[config.mk]
export PLATFORM = sky130hd
export DESIGN_NAME = dlu_interrupt_unit
export DESIGN_NICKNAME = d
export VERILOG_FILES = /design/src/dlu_pkg.sv /design/src/dlu_timer.sv /design/src/dlu_interrupt_unit.sv
export SDC_FILE = /design/constraint.sdc
export NUM_CORES = 1
export LEC_CHECK = 0
export BUFFER_PORTS_ARGS = -buffer_cell sky130_fd_sc_hd__clkbuf_2
export CAP_MARGIN = 20
export CORE_MARGIN = 2
export CORE_UTILIZATION = 35
export CTS_CLUSTER_DIAMETER = 60
export CTS_CLUSTER_SIZE = 14
export DETAILED_ROUTE_END_ITERATION = 6
export GPL_TIMING_DRIVEN = 0
export PLACE_DENSITY = 0.61
export SKIP_LAST_GASP = 1
export SLEW_MARGIN = 10
export SYNTH_ARGS = -nofsm -noshare
export SYNTH_HDL_FRONTEND = slang
export SYNTH_HIERARCHICAL = 1
export SYNTH_SLANG_ARGS = --single-unit
[constraint.sdc]
create_clock -name mclk -period 6.56 [get_ports mclk]
set_input_delay 0.328 -clock mclk [delete_from_list [all_inputs] [get_ports mclk]]
set_output_delay 0.328 -clock mclk [all_outputs]
set_load 0.03 [all_outputs]
[src/dlu_pkg.sv]
// dlu_pkg: constants for the dual link interrupt unit
// shared by the unit and its timer leaf; no logic here
package dlu_pkg;
  localparam int NUM_SRC = 27;
  // source bit positions; bit 0 is the highest priority
  localparam int SRC_BUS    = 0;
  localparam int SRC_ADDR   = 4;
  localparam int SRC_RXDMA  = 8;
  localparam int SRC_TXDMA  = 10;
  localparam int SRC_TXFRM  = 12;
  localparam int SRC_RXFIFO = 14;
  localparam int SRC_TXFIFO = 16;
  localparam int SRC_RXBUF  = 18;
  localparam int SRC_IDLE   = 20;
  localparam int SRC_CD     = 22;
  localparam int SRC_SCP    = 24;
  localparam int SRC_TMR1   = 25;
  localparam int SRC_TMR0   = 26;
  // low vector code of each source, index 26 first
  localparam logic [26:0][3:0] SRC_CODE = {
    4'h1, 4'h3, 4'h2, 4'h6, 4'h4, 4'h6, 4'h4, 4'hA, 4'h8,
    4'hB, 4'h9, 4'hA, 4'h8, 4'h7, 4'h5, 4'h7, 4'h5, 4'h6,
    4'h4, 4'hF, 4'hD, 4'hE, 4'hC, 4'hF, 4'hD, 4'hE, 4'hC};
  localparam logic [7:0] VEC_RESET    = 8'h00;
  localparam logic [3:0] IDLE_ONES    = 4'hF;
  localparam logic [2:0] SCP_LAST_BIT = 3'h7;
  localparam int         TIMER_W      = 8;
  localparam int         TIMER_DIV    = 1024;
  // receive status word layout per channel
  localparam int         RXS_CD_CHG   = 12;
  localparam int         RXS_CD_LEVEL = 15;
endpackage

[src/dlu_timer.sv]
// dlu_timer: host-presettable down counter on a divided tick
// assumes tick is a one-cycle strobe on mclk
`timescale 1ns/1ps
`default_nettype none
module dlu_timer #(
  parameter int W   = dlu_pkg::TIMER_W,
  parameter int DIV = dlu_pkg::TIMER_DIV
) (
  // clock and reset
  input  wire logic         mclk,
  input  wire logic         rst,
  // count source and host access
  input  wire logic         tick,
  input  wire logic         host_rd,
  input  wire logic         host_wr,
  input  wire logic [W-1:0] wdata,
  // state
  output logic      [W-1:0] value,
  output logic              wrap
);
  localparam int DW = (DIV > 1) ? $clog2(DIV) : 1;
  if (DIV < 2 || W < 2) begin : g_bad
    $error("dlu_timer: DIV and W must be at least 2");
  end

  logic [DW-1:0] div;
  logic          count;

  // a pulse landing on a host access is lost, not deferred
  assign count = tick && (div == DW'(DIV - 1)) &&
                 !host_rd && !host_wr; // RULE15

  always_ff @(posedge mclk) begin
    if (rst) begin
      div <= '0;
    end else if (tick) begin
      div <= (div == DW'(DIV - 1)) ? '0 : div + DW'(1); // RULE14
    end
  end

  always_ff @(posedge mclk) begin
    if (rst) begin
      value <= '0;
    end else if (host_wr) begin
      value <= wdata; // RULE14
    end else if (count) begin
      value <= value - W'(1);
    end
  end

  always_ff @(posedge mclk) begin
    if (rst) begin
      wrap <= 1'b0;
    end else begin
      wrap <= count && (value == '0); // RULE15
    end
  end

  timer_wrap_a: assert property (@(posedge mclk) disable iff (rst) // RULE15
    (count && value == '0) |=> (wrap && value == '1))
    else $error("timer did not wrap from zero");
  timer_drop_a: assert property (@(posedge mclk) disable iff (rst) // RULE15
    (host_rd && !host_wr) |=> $stable(value))
    else $error("timer counted during host read");
  timer_load_a: assert property (@(posedge mclk) disable iff (rst) // RULE14
    host_wr |=> (value == $past(wdata) && !wrap))
    else $error("timer preset not taken");
endmodule
`default_nettype wire

[src/dlu_interrupt_unit.sv]
// dlu_interrupt_unit: status bits, priority vector, fault actions
// assumes event inputs are one-cycle strobes on mclk; pins are async
// Function
// RULE1 - writing one to status raises interrupt
// RULE2 - twenty-seven fixed priorities, programmable upper vector
// RULE3 - bus and address errors codes C E D F
// RULE4 - dma complete codes 4 6 5 7
// RULE5 - transmit frame complete codes 5 and 7
// RULE6 - fifo overruns 8 A 9 B, buffers 8 A
// RULE7 - idle, carrier 4 6; port 2, timers 3 1
// RULE8 - receive dma complete only outside transparent mode
// RULE9 - transmit dma complete once last byte fetched
// RULE10 - frame complete after closing flag, not transparent
// RULE11 - receive idle after fifteen consecutive ones
// RULE12 - carrier change bit 12, live level bit 15
// RULE13 - carrier input usable as general purpose input
// RULE14 - two presettable timers on prescaler over 1024
// RULE15 - timer interrupt on wrap; drop pulse on access
// RULE16 - status bit clears only after read set
// RULE17 - receive fifo overrun suspends channel dma
// RULE18 - transmit underrun aborts frame, enters idle
// RULE19 - buffer overrun stops buffer, switches to alternate
// RULE20 - bus fault during dma flags and disables
// RULE21 - select or acknowledge during dma flags address
// RULE22 - port complete after eighth bit or select rise
// RULE23 - request pin low while enabled source pending
// RULE24 - each vector read latches top pending code
// RULE25 - zero write ignored unless bit read set
// RULE26 - vector reads zero after reset
`timescale 1ns/1ps
`default_nettype none
module dlu_interrupt_unit #(
  parameter int TIMER_DIV = dlu_pkg::TIMER_DIV
) (
  // clock and reset
  input  wire logic        mclk,
  input  wire logic        rst,
  // channel events, bit per channel
  input  wire logic [1:0]  rx_dma_done,
  input  wire logic [1:0]  rx_transparent,
  input  wire logic [1:0]  tx_dma_done,
  input  wire logic [1:0]  tx_frame_sent,
  input  wire logic [1:0]  tx_transparent,
  input  wire logic [1:0]  rx_fifo_overrun,
  input  wire logic [1:0]  tx_fifo_underrun,
  input  wire logic [1:0]  rx_buf_overrun,
  input  wire logic [1:0]  rx_alt_buf_ready,
  input  wire logic [1:0]  rx_reenable,
  input  wire logic [1:0]  rx_bit_valid,
  input  wire logic [1:0]  rx_bit,
  // asynchronous pins
  input  wire logic [1:0]  carrier_detect_in,
  input  wire logic        bus_fault_in,
  input  wire logic        chip_sel_in,
  input  wire logic        int_ack_in,
  input  wire logic        scp_slave_sel_in,
  // dma cycle state
  input  wire logic        dma_active,
  input  wire logic [1:0]  dma_chan,
  input  wire logic        transfer_ack,
  // serial control port and mode
  input  wire logic        scp_enable,
  input  wire logic        scp_master,
  input  wire logic        scp_bit_out,
  input  wire logic        scp_prescale_tick,
  input  wire logic [1:0]  timeslot_mode,
  // host status and enables
  input  wire logic        status_rd,
  input  wire logic        status_wr,
  input  wire logic [26:0] status_wdata,
  input  wire logic [18:0] src_enable,
  input  wire logic        bus_err_en,
  input  wire logic        addr_err_en,
  // vector
  input  wire logic        vec_base_wr,
  input  wire logic [3:0]  vec_base_data,
  input  wire logic        vec_read,
  // timers
  input  wire logic [1:0]  timer_rd,
  input  wire logic [1:0]  timer_wr,
  input  wire logic [7:0]  timer_wdata,
  // status and vector out
  output logic      [26:0] status_rdata,
  output logic      [7:0]  vector,
  output logic             irq_out,
  output logic             irq_oe,
  output logic      [15:0] rx_status_ch0,
  output logic      [15:0] rx_status_ch1,
  output logic      [1:0]  gp_in,
  output logic      [1:0]  gp_in_valid,
  // channel actions
  output logic      [3:0]  dma_disable,
  output logic      [1:0]  rx_dma_suspend,
  output logic      [1:0]  rx_enable_clear,
  output logic      [1:0]  tx_abort_idle,
  output logic      [1:0]  rx_buf_stop,
  output logic      [1:0]  rx_buf_switch,
  output logic      [7:0]  timer0_value,
  output logic      [7:0]  timer1_value
);
  localparam int NS = dlu_pkg::NUM_SRC;

  logic [5:0]    s1, s2, s3, lvl, pin_chg;
  logic [26:0]   stat, rd_set, hw_set, next_stat, clr, wset, en, pend;
  logic [3:0]    top_code, chan_hot, bus_hit, addr_hit;
  logic [1:0]    idle_hit;
  logic [2:0]    scp_cnt;
  logic          scp_done, tmr0_wrap, tmr1_wrap;

  // pins: three stages, level moves once stages two and three agree
  always_ff @(posedge mclk) begin
    if (rst) begin
      s1 <= '0;
      s2 <= '0;
      s3 <= '0;
    end else begin
      s1 <= {scp_slave_sel_in, int_ack_in, chip_sel_in, bus_fault_in,
             carrier_detect_in};
      s2 <= s1;
      s3 <= s2;
    end
  end
  assign pin_chg = ~(s2 ^ s3) & (s3 ^ lvl);
  always_ff @(posedge mclk) begin
    if (rst) begin
      lvl <= '0;
    end else begin
      lvl <= lvl ^ pin_chg;
    end
  end

  // receive idle: saturating count of consecutive ones
  for (genvar c = 0; c < 2; c++) begin : g_idle
    logic [3:0] ones;
    always_ff @(posedge mclk) begin
      if (rst) begin
        ones <= '0;
      end else if (rx_bit_valid[c]) begin
        if (!rx_bit[c]) begin
          ones <= '0;
        end else if (ones != dlu_pkg::IDLE_ONES) begin
          ones <= ones + 4'h1;
        end
      end
    end
    assign idle_hit[c] = rx_bit_valid[c] & rx_bit[c] &
                         (ones == dlu_pkg::IDLE_ONES - 4'h1); // RULE11
  end

  // serial port: bit count in master mode, select edge in slave mode
  always_ff @(posedge mclk) begin
    if (rst || !scp_master) begin
      scp_cnt <= '0;
    end else if (scp_bit_out) begin
      scp_cnt <= scp_cnt + 3'h1;
    end
  end
  assign scp_done = scp_master ?
    (scp_bit_out && scp_cnt == dlu_pkg::SCP_LAST_BIT) :
    (pin_chg[5] && s3[5]); // RULE22

  // system faults: which dma channel was on the bus
  assign chan_hot = 4'h1 << dma_chan;
  assign bus_hit  = {4{dma_active & transfer_ack & lvl[2]}} &
                    chan_hot; // RULE20
  assign addr_hit = {4{dma_active & (lvl[3] | lvl[4])}} & chan_hot; // RULE21

  always_comb begin
    hw_set = '0;
    hw_set[dlu_pkg::SRC_BUS +: 4]    = bus_hit;
    hw_set[dlu_pkg::SRC_ADDR +: 4]   = addr_hit;
    hw_set[dlu_pkg::SRC_RXDMA +: 2]  = rx_dma_done & ~rx_transparent; // RULE8
    hw_set[dlu_pkg::SRC_TXDMA +: 2]  = tx_dma_done; // RULE9
    hw_set[dlu_pkg::SRC_TXFRM +: 2]  = tx_frame_sent &
                                       ~tx_transparent; // RULE10
    hw_set[dlu_pkg::SRC_RXFIFO +: 2] = rx_fifo_overrun;
    hw_set[dlu_pkg::SRC_TXFIFO +: 2] = tx_fifo_underrun;
    hw_set[dlu_pkg::SRC_RXBUF +: 2]  = rx_buf_overrun;
    hw_set[dlu_pkg::SRC_IDLE +: 2]   = idle_hit;
    hw_set[dlu_pkg::SRC_CD +: 2]     = pin_chg[1:0]; // RULE12
    hw_set[dlu_pkg::SRC_SCP]         = scp_done;
    hw_set[dlu_pkg::SRC_TMR1]        = tmr1_wrap;
    hw_set[dlu_pkg::SRC_TMR0]        = tmr0_wrap;
  end

  // host writes: ones set, zeros clear only bits already read set
  assign wset      = status_wr ? status_wdata : '0; // RULE1
  assign clr       = status_wr ? (~status_wdata & rd_set) : '0; // RULE25
  assign next_stat = (stat & ~clr) | wset | hw_set;
  assign en        = {src_enable, {4{addr_err_en}}, {4{bus_err_en}}};
  assign pend      = stat & en;

  always_ff @(posedge mclk) begin
    if (rst) begin
      stat   <= '0;
      rd_set <= '0;
    end else begin
      stat   <= next_stat;
      rd_set <= (rd_set | (status_rd ? stat : '0)) & next_stat; // RULE16
    end
  end
  assign status_rdata = stat;

  // lowest index wins; scanning downward leaves the top priority last
  always_comb begin
    top_code = 4'h0;
    for (int i = NS - 1; i >= 0; i--) begin
      if (pend[i]) begin
        top_code = dlu_pkg::SRC_CODE[i]; // RULE2 RULE3 RULE4 RULE5 RULE6 RULE7
      end
    end
  end

  always_ff @(posedge mclk) begin
    if (rst) begin
      vector <= dlu_pkg::VEC_RESET; // RULE26
    end else begin
      if (vec_base_wr) begin
        vector[7:4] <= vec_base_data; // RULE2
      end
      if (vec_read) begin
        vector[3:0] <= top_code; // RULE24
      end
    end
  end

  // open-drain request: pull low while anything enabled is pending
  assign irq_out = 1'b0;
  always_ff @(posedge mclk) begin
    if (rst) begin
      irq_oe <= 1'b0;
    end else begin
      irq_oe <= |(next_stat & en); // RULE23
    end
  end

  // carrier level and change bit per channel, plus general input
  assign rx_status_ch0 = {lvl[0], 2'b00, stat[dlu_pkg::SRC_CD], 12'h000};
  assign rx_status_ch1 = {lvl[1], 2'b00, stat[dlu_pkg::SRC_CD + 1], 12'h000};
  assign gp_in_valid   = {2{~scp_enable}} & ~timeslot_mode; // RULE13
  always_ff @(posedge mclk) begin
    if (rst) begin
      gp_in <= '0;
    end else begin
      gp_in <= lvl[1:0] & gp_in_valid; // RULE13
    end
  end

  // channel actions copy their cause one cycle later; only the suspend level latches
  always_ff @(posedge mclk) begin
    if (rst) begin
      dma_disable     <= '0;
      rx_enable_clear <= '0;
      tx_abort_idle   <= '0;
      rx_buf_stop     <= '0;
      rx_buf_switch   <= '0;
    end else begin
      dma_disable     <= bus_hit | addr_hit; // RULE20 RULE21
      rx_enable_clear <= addr_hit[1:0]; // RULE21
      tx_abort_idle   <= tx_fifo_underrun | addr_hit[3:2]; // RULE18 RULE21
      rx_buf_stop     <= rx_buf_overrun; // RULE19
      rx_buf_switch   <= rx_buf_overrun & rx_alt_buf_ready; // RULE19
    end
  end
  // overrun wins over a re-enable in the same cycle
  always_ff @(posedge mclk) begin
    if (rst) begin
      rx_dma_suspend <= '0;
    end else begin
      rx_dma_suspend <= (rx_dma_suspend & ~rx_reenable) |
                        rx_fifo_overrun; // RULE17
    end
  end

  dlu_timer #(.W(dlu_pkg::TIMER_W), .DIV(TIMER_DIV)) u_tmr0 (
    .mclk    (mclk),
    .rst     (rst),
    .tick    (scp_prescale_tick),
    .host_rd (timer_rd[0]),
    .host_wr (timer_wr[0]),
    .wdata   (timer_wdata),
    .value   (timer0_value),
    .wrap    (tmr0_wrap)
  );
  dlu_timer #(.W(dlu_pkg::TIMER_W), .DIV(TIMER_DIV)) u_tmr1 (
    .mclk    (mclk),
    .rst     (rst),
    .tick    (scp_prescale_tick),
    .host_rd (timer_rd[1]),
    .host_wr (timer_wr[1]),
    .wdata   (timer_wdata),
    .value   (timer1_value),
    .wrap    (tmr1_wrap)
  );

  soft_set_a: assert property (@(posedge mclk) disable iff (rst) // RULE1
    (status_wr && $stable(en) && |(status_wdata & en)) |=> irq_oe)
    else $error("software set gave no request");
  irq_level_a: assert property (@(posedge mclk) disable iff (rst) // RULE23
    $stable(en) |-> (irq_oe == |(stat & en)))
    else $error("request pin disagrees with pending");
  clr_guard_a: assert property (@(posedge mclk) disable iff (rst) // RULE25
    status_wr |=> ((stat & $past(stat & ~rd_set)) == $past(stat & ~rd_set)))
    else $error("unread set bit was cleared");
  vec_latch_a: assert property (@(posedge mclk) disable iff (rst) // RULE24
    vec_read |=> (vector[3:0] == $past(top_code)))
    else $error("vector code not latched");
  vec_reset_a: assert property (@(posedge mclk) disable iff (rst) // RULE26
    $fell(rst) |-> (vector == 8'h00))
    else $error("vector not zero after reset");
  rx_dma_a: assert property (@(posedge mclk) disable iff (rst) // RULE8
    $rose(stat[dlu_pkg::SRC_RXDMA]) |->
      $past((rx_dma_done[0] && !rx_transparent[0]) ||
            (status_wr && status_wdata[dlu_pkg::SRC_RXDMA])))
    else $error("receive dma complete without cause");
  bus_err_a: assert property (@(posedge mclk) disable iff (rst) // RULE20
    (dma_active && transfer_ack && lvl[2]) |=>
      (dma_disable[$past(dma_chan)] && stat[$past(dma_chan)]))
    else $error("bus fault not flagged");
  addr_tx_a: assert property (@(posedge mclk) disable iff (rst) // RULE21
    (dma_active && (lvl[3] || lvl[4]) && dma_chan == 2'h2) |=>
      (tx_abort_idle[0] && stat[dlu_pkg::SRC_ADDR + 2]))
    else $error("address error did not abort transmitter");
  suspend_a: assert property (@(posedge mclk) disable iff (rst) // RULE17
    (rx_fifo_overrun[0] ##1 !rx_reenable[0]) |=> rx_dma_suspend[0])
    else $error("overrun did not hold suspend");
  idle_a: assert property (@(posedge mclk) disable iff (rst) // RULE11
    (rx_bit_valid[0] && rx_bit[0] && g_idle[0].ones == 4'hE) |=>
      stat[dlu_pkg::SRC_IDLE])
    else $error("fifteen ones gave no idle");
  cd_chg_a: assert property (@(posedge mclk) disable iff (rst) // RULE12
    $changed(lvl[0]) |-> (rx_status_ch0[dlu_pkg::RXS_CD_CHG] &&
      rx_status_ch0[dlu_pkg::RXS_CD_LEVEL] == lvl[0]))
    else $error("carrier change not flagged");
endmodule
`default_nettype wire

==> results.sh <==
export IMPL_p_seq_share_pct=43.5
export IMPL_ys_warnings_count=6
export IMPL_clk_path_buf_depth=2
export IMPL_final_core_util_pct=45.2
export IMPL_p_sw_mw=0.709
export IMPL_synth_ff_type="dfxtp_1"
export IMPL_finalHoldViolations=0
export IMPL_ant_nets=0
export IMPL_core_sq_um=19300
export IMPL_grt_overflow=0
export IMPL_preCtsSetupSlack_ps=4250
export IMPL_synthCells=793
export IMPL_period_needed_ps=2350
export IMPL_drtPass1Iterations=4
export IMPL_die_area_sq_um=20600
export IMPL_setup_viol=0
export IMPL_critPathArrivalTime_ps=2670
export IMPL_antenna_found_initial=2
export IMPL_crit_path_end_kind="flip-flop"
export IMPL_grt_max_degree=20
export IMPL_maxCapViolations=0
export IMPL_crit_type="flip-flop to flip-flop"
export IMPL_sw_frac_of_total_pct=30.8
export IMPL_max_freq_ghz=0.426
export IMPL_intPower_mw=1.60
export IMPL_worst_pin_slew_ps=767
export IMPL_io_pins=213
export IMPL_place_congestion=0.885
export IMPL_setup_ws_ps=4210
export IMPL_crit_fanout=8
export IMPL_ys_ff_latch=152
export IMPL_cts_hold_buf=0
export IMPL_syn_area_per_cell_sq_um=8.58
export IMPL_synth_top_area_share_pct=44.7
export IMPL_port_buffers=178
export IMPL_grt_first_pass_wirelength_microns=30500
export IMPL_drv_slew=0
export IMPL_synth_compound_area_share_pct=20.1
export IMPL_yosysSeqAreaShare_pct=44.7
export IMPL_cts_tree="yes"
export IMPL_power_density_nw_per_um2=264
export IMPL_leakage_nw=3.73
export IMPL_ir_drop_v=0.000187
export IMPL_synthAdderAreaFrac_pct=2.21
export IMPL_comb_power_share_pct=14.8
export IMPL_h_tree_depth=4
export IMPL_post_cts_buffers=0
export IMPL_root_buffer="clkbuf_16"
export IMPL_synth_top_cells_by_area="dfxtp_1, a21oi_1, nor2_1"
export IMPL_n_antenna_cell=0
export IMPL_cts_sinks=152
export IMPL_fin_cells=1296
export IMPL_yosys_area_share_simple_pct=21.4
export IMPL_worst_ep_required_time_ps=6880
export IMPL_clockPowerShare_pct=41.7
export IMPL_cpPeakStageDelay_ps=540
export IMPL_synth_top_area_cell="dfxtp_1"
export IMPL_routedWlPerCell_microns=15.7
export IMPL_clock_skew_ps=13.6
export IMPL_hold_path_class="input port to flip-flop"
export IMPL_final_seq_area_sq_um=3040
export IMPL_multi_input_area_sq_um=3280
export IMPL_period_share_pct=35.8
export IMPL_vias=6454
export IMPL_drive_above_1_share_pct=27.0
export IMPL_viasPerCell=4.98
export IMPL_startpoint_type="flip-flop"
export IMPL_synthesis_area_sq_um=6810
export IMPL_dr_first_iter_drc_count=383
export IMPL_status="finished, final reports clean"
export IMPL_cp_common_cell="or4_1"
export IMPL_insertion_delay_ps=430
export IMPL_final_net_count=1140
export IMPL_ys_types=61
export IMPL_placedCellCount=1264
export IMPL_cts_resized=0
export IMPL_cpMaxStageDelayCell="or4_1"
export IMPL_synthMuxAreaShare_pct=1.21
export IMPL_async_flop_share_pct=0
export IMPL_crit_path_cell_trace="ha_1 > nand3_2 > or4_1 > clkbuf_2 > or4_1 > a311oi_1"
export IMPL_yosysMostFrequentCell="dfxtp_1"
export IMPL_drc=0
export IMPL_die_w_microns=143
export IMPL_rsz0062_at_grt="false"
export IMPL_syn_to_final_growth_pct=28.0
export IMPL_synth_top_family_by_area="simple AND/OR/NAND/NOR gates"
export IMPL_die_h_microns=143
export IMPL_synthTopCellsByCount="dfxtp_1, nor2_1, a21oi_1, nand2_1, inv_1"
export IMPL_numCtsBuffers=17
export IMPL_fill_cells=1995
export IMPL_tns_ps=0
export IMPL_slew_headroom_pct=48.5
export IMPL_track_usage_pct=19.2
export IMPL_grt_pass1_vias=5864
export IMPL_wl_microns=20400
export IMPL_dpl_hpwl_microns=15600
export IMPL_synthXorXnorAreaFrac_pct=1.67
export IMPL_hold_ws_ps=74.4
export IMPL_clkTransAtPathRegs_ps=70
export IMPL_initial_core_util_pct=35.3
export IMPL_synth_edf_count=0
export IMPL_num_rows=51
## sequential cells by signal (all words and copies together), names as in the netlist, named ones only
| signal | cells |
|---|---|
| rd_set | 27 |
| rx_enable_clear | 2 |
| g_idle.ones | 8 |
| u_tmr1/wrap | 1 |
| rx_dma_suspend | 2 |
| u_tmr0/div | 10 |
| u_tmr0/value | 8 |
| gp_in | 2 |
| vector | 8 |
| u_tmr1/div | 10 |
| rx_buf_switch | 2 |
| rx_buf_stop | 2 |
| scp_cnt | 3 |
| status_rdata | 27 |
| u_tmr0/wrap | 1 |
| tx_abort_idle | 2 |
| irq_oe | 1 |
| s3 | 6 |
| u_tmr1/value | 8 |
| s1 | 6 |
| dma_disable | 4 |
| s2 | 6 |
## cell families after synthesis
kind of cell,count (synthesis)
simple gates,291
compound gates,200
flops,152
buf+inv,116
xor+xnor,13
fa+ha+maj,12
mux,8
other cells,1
## final timing paths
kind               startpoint         endpoint  slack [ps]  cells past startpoint
max             u_tmr0/div[0]  u_tmr0/value[3]        4210                      6
min          timeslot_mode[1]         gp_in[1]          70                      2
max reg2reg     u_tmr0/div[0]  u_tmr0/value[3]        4210                      6
min reg2reg             s1[2]            s2[2]         440                      1
## per-stage QoR
step | total power, mW | instance area, sq um
after CTS | 2.32 | 8720
after global placement | 1.36 | 8140
after floorplan | 1.24 | 6910
final | 2.30 | 8720
after global routing | 2.40 | 8720
after detailed placement | 1.36 | 8140
## critical path: cells and delay by family (launching register included)
| kind | cells | cell delay [ps] |
|---|---|---|
| fa+ha+maj | 1 | 230 |
| buf+inv | 1 | 180 |
| simple gates | 3 | 1180 |
| flops | 1 | 360 |
| compound gates | 1 | 300 |
## per-layer routing
| layer | global-route usage [%] | routed length, microns |
|---|---|---|
| met3 | 5.90 | 1410 |
| met5 | 0 | 23 |
| met4 | 5.37 | 371 |
| met2 | 34.0 | 10100 |
| met1 | 22.4 | 8530 |
## cell usage in the layout, fill, tap and decap left out, drive strengths merged, types with 8 or more instances in the layout
master	n
or3	10
buf	44
inv	62
dfxtp	152
a221oi	12
a22oi	9
nor3	37
o21ai	35
a21oi	61
nand2	59
a22o	11
conb	29
nand4	14
ha	12
clkbuf	214
xnor2	9
and2	8
nor2b	30
a311oi	15
nand3	21
nor4	12
nor2	81
## power groups by stage
stage / Clock (mW) / Sequential [mW] / Combinational [mW]
2_1_floorplan: 0 / 1.06 / 0.175
6_report: 0.961 / 1.00 / 0.342
5_1_grt: 1.02 / 1.01 / 0.370
3_3_place_gp: 0 / 1.02 / 0.339
3_5_place_dp: 0 / 1.02 / 0.341
4_1_cts: 0.979 / 1.00 / 0.343
## cell type report
type                       instances  share of cell area, %
buffer                            63                   4.45
clock buffer                      17                   4.88
clock inverter                    15                   1.78
inverter                          53                   2.28
multi-input combinational        553                   37.7
sequential                       152                   34.9
tap                              265                   3.80
timing repair buffer             178                   10.2
Note: power is estimated with default switching activity, not from simulation.
